## config.mk

```make
export PLATFORM = sky130hd
export DESIGN_NAME = sct_regs
export DESIGN_NICKNAME = d
export VERILOG_FILES = /design/src/rtl/sct_pkg.sv /design/src/rtl/sct_regs.sv
export SDC_FILE = /design/constraint.sdc
export NUM_CORES = 1
export LEC_CHECK = 0
export BUFFER_PORTS_ARGS = -buffer_cell sky130_fd_sc_hd__buf_2
export CELL_PAD_IN_SITES_DETAIL_PLACEMENT = 2
export CELL_PAD_IN_SITES_GLOBAL_PLACEMENT = 2
export CORE_MARGIN = 2
export CORE_UTILIZATION = 30
export CTS_CLUSTER_SIZE = 28
export DETAILED_ROUTE_END_ITERATION = 7
export PLACE_DENSITY_LB_ADDON = 0.25
export SYNTH_ARGS = -nofsm -noshare
export SYNTH_HDL_FRONTEND = slang
export SYNTH_SLANG_ARGS = --single-unit
```

## constraint.sdc

```tcl
create_clock -name mclk -period 5.3 [get_ports mclk]
set_clock_uncertainty 0.15 [all_clocks]
set_input_delay 0.53 -clock mclk [delete_from_list [all_inputs] [get_ports mclk]]
set_output_delay 0.53 -clock mclk [all_outputs]
set_load 0.01 [all_outputs]
```

## src/rtl/sct_pkg.sv

```systemverilog
package sct_pkg;

    // Register offsets on the serial port (six address bits)
    localparam logic [5:0] ADDR_PAT_LOW  = 6'h39;
    localparam logic [5:0] ADDR_SER_CFG  = 6'h3c;
    localparam logic [5:0] ADDR_TEST_CTL = 6'h3d;
    localparam logic [5:0] ADDR_REV_ID   = 6'h3e;

    // Baseline values
    localparam logic [7:0] RST_PAT_LOW  = 8'h00;
    localparam logic [7:0] RST_SER_CFG  = 8'h00;
    localparam logic [7:0] RST_TEST_CTL = 8'h00;

    // Field positions
    localparam int AUTO_RD_DIS_BIT = 0;
    localparam int PAT_VOTE_BIT    = 5;
    localparam int SER_VOTE_BIT    = 4;
    localparam int TEST_RST_BIT    = 2;
    localparam int TEST_EN_BIT     = 1;
    localparam int CODE_LOW_W      = 6;

    // Frame layout: read flag, 7 address bits (low 6 used), 8 data bits
    localparam int          FRAME_BITS = 16;
    localparam int          RW_BIT     = 15;
    localparam int          ADDR_LSB   = 8;
    localparam logic [4:0]  OUT_BITS   = 5'h08;
    localparam logic [4:0]  LAST_CNT   = 5'h0f;

    // Index of each writable register inside one bank copy
    localparam logic [1:0] IDX_PAT = 2'h0;
    localparam logic [1:0] IDX_SER = 2'h1;
    localparam logic [1:0] IDX_TST = 2'h2;

    typedef enum logic {SER_IDLE, SER_ACTIVE} sct_ser_e;

    // Decoded test and voting controls
    typedef struct packed {
        logic pattern_vote_off;
        logic serial_vote_off;
        logic test_reset;
        logic test_enable;
    } sct_test_ctl_s;

    // Serial pins as sampled from outside
    typedef struct packed {
        logic sclk;
        logic sen_n;
        logic sdi;
    } sct_pins_s;

endpackage

```

## src/rtl/sct_regs.sv

```systemverilog
module sct_regs #(
    parameter int         PAT_W  = 14,
    parameter logic [7:0] REV_ID = 8'h5a  // Arbitrary value
) (
    input  wire logic                  mclk,
    input  wire logic                  rst,
    input  wire sct_pkg::sct_pins_s    pins,
    output logic                       serial_out_line_o,
    output logic                       serial_out_line_oe,
    input  wire logic [PAT_W-1:0]      pattern_copy_a,
    input  wire logic [PAT_W-1:0]      pattern_copy_b,
    input  wire logic [PAT_W-1:0]      pattern_copy_c,
    output logic [PAT_W-1:0]           pattern_out,
    output logic [5:0]                 test_code_low,
    output sct_pkg::sct_test_ctl_s     test_ctl,
    output logic                       auto_read_dis
);

    // Refuse widths the pattern path cannot carry
    if (PAT_W < 1 || PAT_W > 32) begin : g_bad_pat_w
        $error("PAT_W out of range");
    end

    // Bitwise majority of three copies
    function automatic logic [7:0] vote8(input logic [7:0] a, input logic [7:0] b,
                                         input logic [7:0] c);
        vote8 = (a & b) | (a & c) | (b & c);
    endfunction

    ////////////////////////////////////////////////////////////////////////////
    // Pin synchronisers and edge detection

    sct_pkg::sct_pins_s meta_q;
    sct_pkg::sct_pins_s sync_q;
    sct_pkg::sct_pins_s prev_q;

    // Two flops on every pin, then a delayed copy for edges
    always_ff @(posedge mclk or posedge rst) begin
        if (rst) begin
            meta_q <= '{sclk: 1'b0, sen_n: 1'b1, sdi: 1'b0};
            sync_q <= '{sclk: 1'b0, sen_n: 1'b1, sdi: 1'b0};
            prev_q <= '{sclk: 1'b0, sen_n: 1'b1, sdi: 1'b0};
        end else begin
            meta_q <= pins;
            sync_q <= meta_q;
            prev_q <= sync_q;
        end
    end

    logic sclk_rise;
    logic sclk_fall;
    logic frame_start;
    logic frame_end;

    // Edge strobes
    assign sclk_rise   = sync_q.sclk & ~prev_q.sclk;
    assign sclk_fall   = ~sync_q.sclk & prev_q.sclk;
    assign frame_start = ~sync_q.sen_n & prev_q.sen_n;
    assign frame_end   = sync_q.sen_n & ~prev_q.sen_n;

    ////////////////////////////////////////////////////////////////////////////
    // Triplicated register bank and voting

    logic [7:0] bank_q [3][3];
    logic [7:0] voted  [3];
    logic [7:0] eff    [3];
    logic       ser_vote_off;

    // Majority of the three copies of each register
    always_comb begin
        for (int r = 0; r < 3; r++) begin
            voted[r] = vote8(bank_q[0][r], bank_q[1][r], bank_q[2][r]);
        end
    end

    assign ser_vote_off = voted[sct_pkg::IDX_TST][sct_pkg::SER_VOTE_BIT];

    // Voted or first copy per serial voting switch
    always_comb begin
        for (int r = 0; r < 3; r++) begin
            eff[r] = ser_vote_off ? bank_q[0][r] : voted[r];
        end
    end

    // Read decode, unmapped reads return zero
    function automatic logic [7:0] read_reg(input logic [5:0] addr, input logic [7:0] pat,
                                            input logic [7:0] ser, input logic [7:0] tst);
        unique case (addr)
            sct_pkg::ADDR_PAT_LOW:  read_reg = pat;
            sct_pkg::ADDR_SER_CFG:  read_reg = ser;
            sct_pkg::ADDR_TEST_CTL: read_reg = tst;
            sct_pkg::ADDR_REV_ID:   read_reg = REV_ID;
            default:                read_reg = 8'h00;
        endcase
    endfunction

    ////////////////////////////////////////////////////////////////////////////
    // Serial frame engine

    // Local names for the frame states
    localparam sct_pkg::sct_ser_e SER_IDLE   = sct_pkg::SER_IDLE;
    localparam sct_pkg::sct_ser_e SER_ACTIVE = sct_pkg::SER_ACTIVE;

    sct_pkg::sct_ser_e state_q;
    logic [4:0]        cnt_q;
    logic [14:0]       in_q;
    logic [7:0]        out_q;
    logic              drive_q;
    logic [5:0]        last_addr_q;
    logic              last_read_q;
    logic [15:0]       word;
    logic              word_done;
    logic              auto_mode;

    assign word      = {in_q, sync_q.sdi};
    assign word_done = (state_q == SER_ACTIVE) && sclk_rise && (cnt_q == sct_pkg::LAST_CNT);
    assign auto_mode = ~eff[sct_pkg::IDX_SER][sct_pkg::AUTO_RD_DIS_BIT];

    // Frame state and bit count
    always_ff @(posedge mclk or posedge rst) begin
        if (rst) begin
            state_q <= SER_IDLE;
            cnt_q   <= 5'h00;
        end else begin
            unique case (state_q)
                SER_IDLE: begin
                    if (frame_start) begin
                        state_q <= SER_ACTIVE;
                        cnt_q   <= 5'h00;
                    end
                end
                SER_ACTIVE: begin
                    if (frame_end || word_done) begin
                        state_q <= SER_IDLE;
                    end else if (sclk_rise) begin
                        cnt_q <= cnt_q + 5'h01;
                    end
                end
            endcase
        end
    end

    // Input shift register
    always_ff @(posedge mclk or posedge rst) begin
        if (rst) begin
            in_q <= 15'h0000;
        end else if (state_q == SER_ACTIVE && sclk_rise) begin
            in_q <= word[14:0];
        end
    end

    // Address and kind of the last completed frame
    always_ff @(posedge mclk or posedge rst) begin
        if (rst) begin
            last_addr_q <= 6'h00;
            last_read_q <= 1'b0;
        end else if (word_done) begin
            last_addr_q <= word[sct_pkg::ADDR_LSB +: 6];
            last_read_q <= word[sct_pkg::RW_BIT];
        end
    end

    // Read data load at frame start, shifted out on falling edges
    always_ff @(posedge mclk or posedge rst) begin
        if (rst) begin
            out_q   <= 8'h00;
            drive_q <= 1'b0;
        end else if (state_q == SER_IDLE && frame_start) begin
            out_q   <= read_reg(last_addr_q, eff[0], eff[1], eff[2]);
            drive_q <= auto_mode | last_read_q;
        end else if (state_q == SER_ACTIVE && sclk_fall && cnt_q != 5'h00) begin
            out_q <= {out_q[6:0], 1'b0};
        end
    end

    // Output drives only in the first eight clocks
    assign serial_out_line_o  = out_q[7];
    assign serial_out_line_oe = drive_q && (state_q == SER_ACTIVE)
                                && (cnt_q < sct_pkg::OUT_BITS);

    // Register writes land in all three copies
    always_ff @(posedge mclk or posedge rst) begin
        if (rst) begin
            for (int k = 0; k < 3; k++) begin
                bank_q[k][sct_pkg::IDX_PAT] <= sct_pkg::RST_PAT_LOW;
                bank_q[k][sct_pkg::IDX_SER] <= sct_pkg::RST_SER_CFG;
                bank_q[k][sct_pkg::IDX_TST] <= sct_pkg::RST_TEST_CTL;
            end
        end else if (word_done && !word[sct_pkg::RW_BIT]) begin
            for (int k = 0; k < 3; k++) begin
                unique case (word[sct_pkg::ADDR_LSB +: 6])
                    sct_pkg::ADDR_PAT_LOW:  bank_q[k][sct_pkg::IDX_PAT] <= word[7:0];
                    sct_pkg::ADDR_SER_CFG:  bank_q[k][sct_pkg::IDX_SER] <= word[7:0];
                    sct_pkg::ADDR_TEST_CTL: bank_q[k][sct_pkg::IDX_TST] <= word[7:0];
                    default: ;
                endcase
            end
        end
    end

    ////////////////////////////////////////////////////////////////////////////
    // Control outputs and pattern path

    // Decoded controls from effective registers, serial voting switch from the voted copy
    always_ff @(posedge mclk or posedge rst) begin
        if (rst) begin
            test_ctl      <= '0;
            test_code_low <= 6'h00;
            auto_read_dis <= 1'b0;
        end else begin
            test_ctl.pattern_vote_off <= eff[sct_pkg::IDX_TST][sct_pkg::PAT_VOTE_BIT];
            test_ctl.serial_vote_off  <= ser_vote_off;
            test_ctl.test_reset       <= eff[sct_pkg::IDX_TST][sct_pkg::TEST_RST_BIT];
            test_ctl.test_enable      <= eff[sct_pkg::IDX_TST][sct_pkg::TEST_EN_BIT];
            test_code_low <= eff[sct_pkg::IDX_PAT][sct_pkg::CODE_LOW_W-1:0];
            auto_read_dis <= ~auto_mode;
        end
    end

    logic [PAT_W-1:0] pat_vote;

    assign pat_vote = (pattern_copy_a & pattern_copy_b) | (pattern_copy_a & pattern_copy_c)
                    | (pattern_copy_b & pattern_copy_c);

    // Pattern out: gated by enable, cleared by test reset
    always_ff @(posedge mclk or posedge rst) begin
        if (rst) begin
            pattern_out <= '0;
        end else if (!test_ctl.test_enable || test_ctl.test_reset) begin
            pattern_out <= '0;
        end else begin
            pattern_out <= test_ctl.pattern_vote_off ? pattern_copy_a : pat_vote;
        end
    end

    ////////////////////////////////////////////////////////////////////////////
    // Assertions

    a_code_low_follow: assert property (@(posedge mclk) disable iff (rst)
        1'b1 |=> test_code_low == $past(eff[sct_pkg::IDX_PAT][5:0]))
        else $error("test code low does not follow register");

    a_auto_drive: assert property (@(posedge mclk) disable iff (rst)
        (state_q == SER_IDLE && frame_start && auto_mode) ##1 (state_q == SER_ACTIVE)
        |-> serial_out_line_oe)
        else $error("auto read not driving at frame start");

    a_auto_addr: assert property (@(posedge mclk) disable iff (rst)
        word_done |=> last_addr_q == $past(word[13:8]))
        else $error("previous address not kept");

    a_manual_read: assert property (@(posedge mclk) disable iff (rst)
        (state_q == SER_IDLE && frame_start && last_read_q) |=> drive_q)
        else $error("manual read not answered");

    a_write_release: assert property (@(posedge mclk) disable iff (rst)
        (state_q == SER_IDLE && frame_start && !auto_mode && !last_read_q)
        |=> !serial_out_line_oe [*2])
        else $error("output driven after write in manual mode");

    a_oe_window: assert property (@(posedge mclk) disable iff (rst)
        serial_out_line_oe |-> cnt_q < sct_pkg::OUT_BITS)
        else $error("output driven past eight clocks");

    a_oe_stop: assert property (@(posedge mclk) disable iff (rst)
        (state_q == SER_ACTIVE && sclk_rise && cnt_q == sct_pkg::OUT_BITS - 5'h01)
        |=> !serial_out_line_oe)
        else $error("output still driven after eighth clock");

    a_pat_first: assert property (@(posedge mclk) disable iff (rst)
        (test_ctl.test_enable && !test_ctl.test_reset && test_ctl.pattern_vote_off)
        |=> pattern_out == $past(pattern_copy_a))
        else $error("pattern copy select wrong");

    a_pat_vote: assert property (@(posedge mclk) disable iff (rst)
        (test_ctl.test_enable && !test_ctl.test_reset && !test_ctl.pattern_vote_off)
        |=> pattern_out == $past(pat_vote))
        else $error("pattern vote wrong");

    a_pat_gate: assert property (@(posedge mclk) disable iff (rst)
        !test_ctl.test_enable |=> pattern_out == '0)
        else $error("pattern out while test disabled");

    a_reset_sticky: assert property (@(posedge mclk) disable iff (rst)
        $fell(test_ctl.test_reset)
        |-> $past(word_done, 2) && !$past(word[sct_pkg::RW_BIT], 2))
        else $error("test reset cleared itself");

    c_auto_read:  cover property (@(posedge mclk) word_done && word[sct_pkg::RW_BIT] && auto_mode);
    c_manual_rd:  cover property (@(posedge mclk) frame_start && !auto_mode && last_read_q);
    c_write_tst:  cover property (@(posedge mclk) word_done && !word[sct_pkg::RW_BIT]
                                  && word[13:8] == sct_pkg::ADDR_TEST_CTL);
    c_pattern_on: cover property (@(posedge mclk) test_ctl.test_enable && pattern_out != '0);
    c_manual_wr:  cover property (@(posedge mclk) frame_start && !auto_mode && !last_read_q);

endmodule

```

; Word level (Yosys, flattened, before mapping)
; Cells that the tools add are included.
[totals]
ff_bits = 94
inputBits = 47
out_inout_bits = 27
[op_classes]
add_sub_neg = 1
magnitude_cmp = 1
n_eq_ne = 11
n_mux = 15
n_bitwise = 25
n_reduce_logical = 18
[op_table]
columns = op, n
row1 = 8-bit bitwise OR, 6
row2 = 14-bit bitwise AND, 3
row3 = 6-bit equality test (second input constant), 7
row4 = 8-bit 2-to-1 mux, 5
row5 = 8-bit case mux with 4 select lines, 1
row6 = 14-bit 2-to-1 mux, 2
row7 = 14-bit bitwise OR, 2
row8 = 8-bit bitwise AND, 3
row9 = 5-bit 2-to-1 mux, 3
row10 = 5-bit case mux with 2 select lines, 1
row11 = 1-bit logical AND, 8
row12 = 2-bit inequality test (second input constant), 3
row13 = 1-bit NOT, 6
row14 = 2-bit AND reduction, 3
row15 = 5-bit by 1-bit adder with 5-bit output (second input constant), 1
row16 = 5-bit by 4-bit equality test with 1-bit output (second input constant), 1
row17 = 5-bit by 4-bit less-than comparator with 1-bit output (second input constant), 1
row18 = 5-bit nonzero test, 1
row19 = 1-bit bitwise AND, 4
row20 = 3-bit AND reduction, 1
row21 = 1-bit zero test, 2
row22 = 1-bit logical OR, 2
row23 = 1-bit 2-to-1 mux, 2
row24 = 1-bit case mux with 2 select lines, 1
row25 = 2 further kinds, 2

; Logic depth before layout (Yosys ltp)
[logic_depth]
word_depth = 7
depth_mapped = 8

; Least setup slack after synthesis
; No wires, ideal clock.
[synth_timing]
path_kind = register -> register
from = register cnt_q[0]
to = register bank_q[16] (netlist bit)
setup_time_ps = 125
arrival_time_ps = 2088
required_ps = 5025
slack_ps = 2938
stages_incl_launch_ff = 9
n_path_buf = 1
period_less_slack_ps = 2362
cell_sequence = dfrtp_1 -> ha_1 -> and3_1 -> ha_1 -> nand4b_2 -> nor3_1 -> and3b_1 -> buf_2 -> mux2_2
[synth_between]
elab_chain_cells = 4
[synth_rtl]
columns = item, line_no
row1 = from (decl), sct_regs.sv:105  ; logic [4:0] cnt_q;
row2 = from (signal assigned), sct_regs.sv:136  ; cnt_q <= cnt_q + 5'h01;
row3 = 5-bit by 4-bit equality test with 1-bit output, sct_regs.sv:116  ; assign word_done = (state_q == SER_ACTIVE) && sclk_rise && (cnt_q == sct_pkg::LAST_CNT);
row4 = 1-bit logical AND, sct_regs.sv:116
row5 = 1-bit logical AND, sct_regs.sv:189  ; end else if (word_done && !word[sct_pkg::RW_BIT]) begin
row6 = 2-bit AND reduction (no line), n/a
row7 = "to (signal, indexed assignment)", sct_regs.sv:192  ; sct_pkg::ADDR_PAT_LOW: bank_q[k][sct_pkg::IDX_PAT] <= word[7:0];
row8 = "to (signal, indexed assignment)", sct_regs.sv:193  ; sct_pkg::ADDR_SER_CFG: bank_q[k][sct_pkg::IDX_SER] <= word[7:0];
row9 = "to (signal, indexed assignment)", sct_regs.sv:194  ; sct_pkg::ADDR_TEST_CTL: bank_q[k][sct_pkg::IDX_TST] <= word[7:0];
row10 = to (decl), sct_regs.sv:64  ; logic [7:0] bank_q [3][3];
; No other way between the ends.
; A chain may end at the register's enable or synchronous reset.

; Final worst setup path
; Ends and elaborated chain as after synthesis.

==> run_results.csv <==
group,metric,value,unit
clocking,cts_hold_buf,0,
logic_synthesis,syn_area_per_cell,12.9,um^2
power_and_ir_drop,switchingPower,0.434,mW
floorplanning,start_util,30.7,%
logic_synthesis,netlist_instances,300,
grt,antenna_found_initial,0,
logic_synthesis,yosysMostFrequentCell,"dfrtp_1",
logic_synthesis,synth_mux_area_share,16.7,%
power_and_ir_drop,p_total,1.65,mW
logic_synthesis,netlist_top_cells_area,"dfrtp_1 59%, mux2_2 14%, o21ai_0 5.1%",
logic_synthesis,synth_common_cells,"91 x dfrtp_1, 49 x mux2_2, 39 x o21ai_0, 17 x a21oi_1, 16 x nor2b_1",
logic_synthesis,synth_top_area_share,59.1,%
routing,num_vias,2648,
clocking,clkTransAtPathRegs,0.07,ns
floorplanning,dieArea,0.0138,mm^2
layout,fin_cells,553,
routing,ant_nets,0,
routing,drc,0,
layout,final_util,37.5,%
floorplanning,die_x,117,um
grt,grt.overflow.total,0,
clocking,clkLatencyLatePin,0.35,ns
clocking,cts.htree.levels,3,
power_and_ir_drop,clockPowerShare,41.8,%
worst_setup_path,cp_slowest_stage_delay,0.44,ns
sta,setup_viol,0,
clocking,clock_sinks,94,
logic_synthesis,synth-compound-area-share,9.96,%
worst_setup_path,startpoint,"cnt_q[0]",
floorplanning,rows,41,
grt,grt_max_degree,60,
grt,grt_pass1_vias,2994,
worst_setup_path,crit_path_end,"bank_q[16]",
layout,diodes,0,
routing,drt_iter0_drc,74,
sta,finalHoldViolations,0,
worst_setup_path,critPathKind,"reg -> reg",
worst_setup_path,cp_data_arrival_time,2.88,ns
logic_synthesis,synthArstFlopShare,100,%
worst_setup_path,r2r-end,"bank_q[16]",
logic_synthesis,synth_top_family_by_area,"multiplexers",
status,status,"finished clean",
logic_synthesis,ys_ff_latch,94,
sta,post-route-min-period,2.79,ns
grt,grt_usage,14.6,%
floorplanning,ios,74,
worst_setup_path,cp.depth,7,
sta,worst_pin_slew,1.03,ns
clocking,cts_setup_buffers,0,
worst_setup_path,crit_path_max_fanout,9,
logic_synthesis,yosysWarningCount,0,
min_path,hp-class,"in -> reg",
power_and_ir_drop,power_density,349,mW/mm^2
power_and_ir_drop,p_seq_share,50.1,%
logic_synthesis,syn_area,0.00386,mm^2
worst_setup_path,worst-path-buf-inv,0,
placement,portBuffers,73,
logic_synthesis,synth_largest_area_cell,"dfrtp_1",
sta,fin_tns_setup,0,ns
routing,viasPerCell,4.79,
worst_setup_path,critPathLaunchType,"flip-flop",
routing,wl_per_cell,16.4,um
power_and_ir_drop,internal_power,1.21,mW
worst_setup_path,slowest_stage,"and3b_1",
placement,dpl.cell_count,537,
logic_synthesis,synth_edf_count,0,
logic_synthesis,synth_flop_cell,"dfrtp_1",
flow_run,max_cap_violations,0,
floorplanning,core,0.0126,mm^2
power_and_ir_drop,p_leak,2.31,nW
clocking,clock_path_buffers,2,
worst_setup_path,end_kind,"flip-flop",
sta,period_share,52.6,%
routing,first_pass_iters,4,
worst_setup_path,crit_required,5.39,ns
worst_setup_path,path_cells,"ha_1 > and3_1 > ha_1 > nand4b_2 > nor3_1 > and3b_1 > mux2_2",
grt,grt_pass1_wl,15.9,mm
routing,drt_wl_total,9.09,mm
clocking,numCtsBuffers,9,
floorplanning,die_height,117,um
sta,fmax,0.359,GHz
logic_synthesis,synth_xor_xnor_area_share,0.454,%
sta,drv_slew,0,
worst_setup_path,cpMostUsedCell,"ha_1",
power_and_ir_drop,p_sw_share,26.4,%
placement,gp_congestion,0.742,
layout,syn_to_final_growth,22.2,%
logic_synthesis,yosysSeqAreaShare,61.1,%
power_and_ir_drop,combPwrFrac,8.1,%
worst_setup_path,regToRegStartpoint,"cnt_q[0]",
logic_synthesis,yosysUniqueCellTypes,37,
clocking,root_buffer,"clkbuf_16",
layout,drive_above_1_share,38.3,%
logic_synthesis,synth-simple-area-share,8.66,%
worst_setup_path,crit_family,"simple AND/OR/NAND/NOR gates",
sta,slew_headroom,31.5,%
placement,dp_hpwl,6.67,mm
logic_synthesis,synth_nets,350,
power_and_ir_drop,max-vdd-ir-drop,211,uV
clocking,tritoncts,"built",
layout,nNetsFinal,426,
worst_setup_path,reg2regPathDepth,7,
sta,rsz0062_at_grt,"false",
worst_setup_path,r2r_slack,2.51,ns
logic_synthesis,synthAdderAreaFrac,0.973,%
clocking,cts_resized,0,
[per-stage QoR]
step	setup slack [ns]	cell area, um^2	hold WS (ns)
floorplan	2.18	3860	0.181
global placement	2.63	4400	0.183
detailed placement	2.53	4400	0.188
CTS	2.52	4710	0.107
global route	2.32	4710	0.109
finish	2.51	4710	0.121
[registers in the layout (all words and copies together) (netlist names)]
| name | flops |
|---|---|
| auto_read_dis | 1 |
| drive_q | 1 |
| out_q | 8 |
| prev_q | 2 |
| sync_q | 3 |
| in_q | 15 |
| bank_q | 24 |
| last_read_q | 1 |
| cnt_q | 5 |
| pattern_out | 14 |
| meta_q | 3 |
| test_code_low | 6 |
| test_ctl | 4 |
| state_q | 1 |
| last_addr_q | 6 |
[cell usage in the layout (no fill, tap or decap), types with 2 or more instances in the layout]
cell       instances
a21oi_1           17
a22oi_1            4
a2bb2oi_1          3
buf_2             73
buf_4              2
clkbuf_16          9
dfrtp_1           91
dfstp_2            3
ha_1               3
inv_1              7
inv_6              3
inv_8              2
mux2_2            49
mux2i_1            8
nand2_1            6
nand2b_1           2
nand3_1            6
nand3b_1           3
nor2_1             8
nor2b_1           16
nor3_1             2
o21ai_0           39
o22ai_1            5
xnor2_1            2
[layer usage]
layer | GRT usage (%) | vias to the layer above | share of wire (%)
met4 | 6.33 | 0 | 1.9
li1 | - | 1228 | -
met5 | 0 | - | 0
met2 | 24.6 | 56 | 49
met1 | 17.4 | 1354 | 45
met3 | 4.18 | 10 | 4.2
[logic make-up (layout without fill, tap and decap cells)]
group | count (synthesis) | count (layout)
DFF | 94 | 94
AOI/OAI and AO/OA | 70 | 70
muxes | 58 | 58
and+or+nand+nor | 55 | 55
buffers and inverters | 18 | 99
adders and majority gates | 3 | 3
xor gates and xnor gates | 2 | 2
[worst min-delay path by stage]
stage | depth (start not counted) | slack, ns | from | end
after detailed placement | 0 | 0.19 | meta_q[2] | sync_q[2]
after CTS | 1 | 0.11 | pins[1] | meta_q[1]
after global placement | 0 | 0.18 | meta_q[0] | sync_q[0]
final | 1 | 0.12 | pins[1] | meta_q[1]
after floorplan | 0 | 0.18 | meta_q[0] | sync_q[0]
after global routing | 1 | 0.11 | pins[1] | meta_q[1]
[power by group through the flow]
| stage | clock network [mW] | registers (mW) | logic [mW] |
|---|---|---|---|
| global placement | 0 | 0.837 | 0.130 |
| floorplan | 0 | 0.815 | 0.0945 |
| CTS | 0.713 | 0.827 | 0.138 |
| global route | 0.739 | 0.837 | 0.157 |
| detailed placement | 0 | 0.841 | 0.138 |
| finish | 0.687 | 0.825 | 0.133 |
[layout make-up]
type / instances / area, um^2
timing repair buffer: 75 / 380
fill: 1313 / 7860
multi-input combinational: 188 / 1420
inverter: 8 / 31.3
clock inverter: 7 / 87.6
tap: 172 / 215
clock buffer: 9 / 225
sequential: 94 / 2360
No activity file was read; power rests on OpenSTA's default activity.
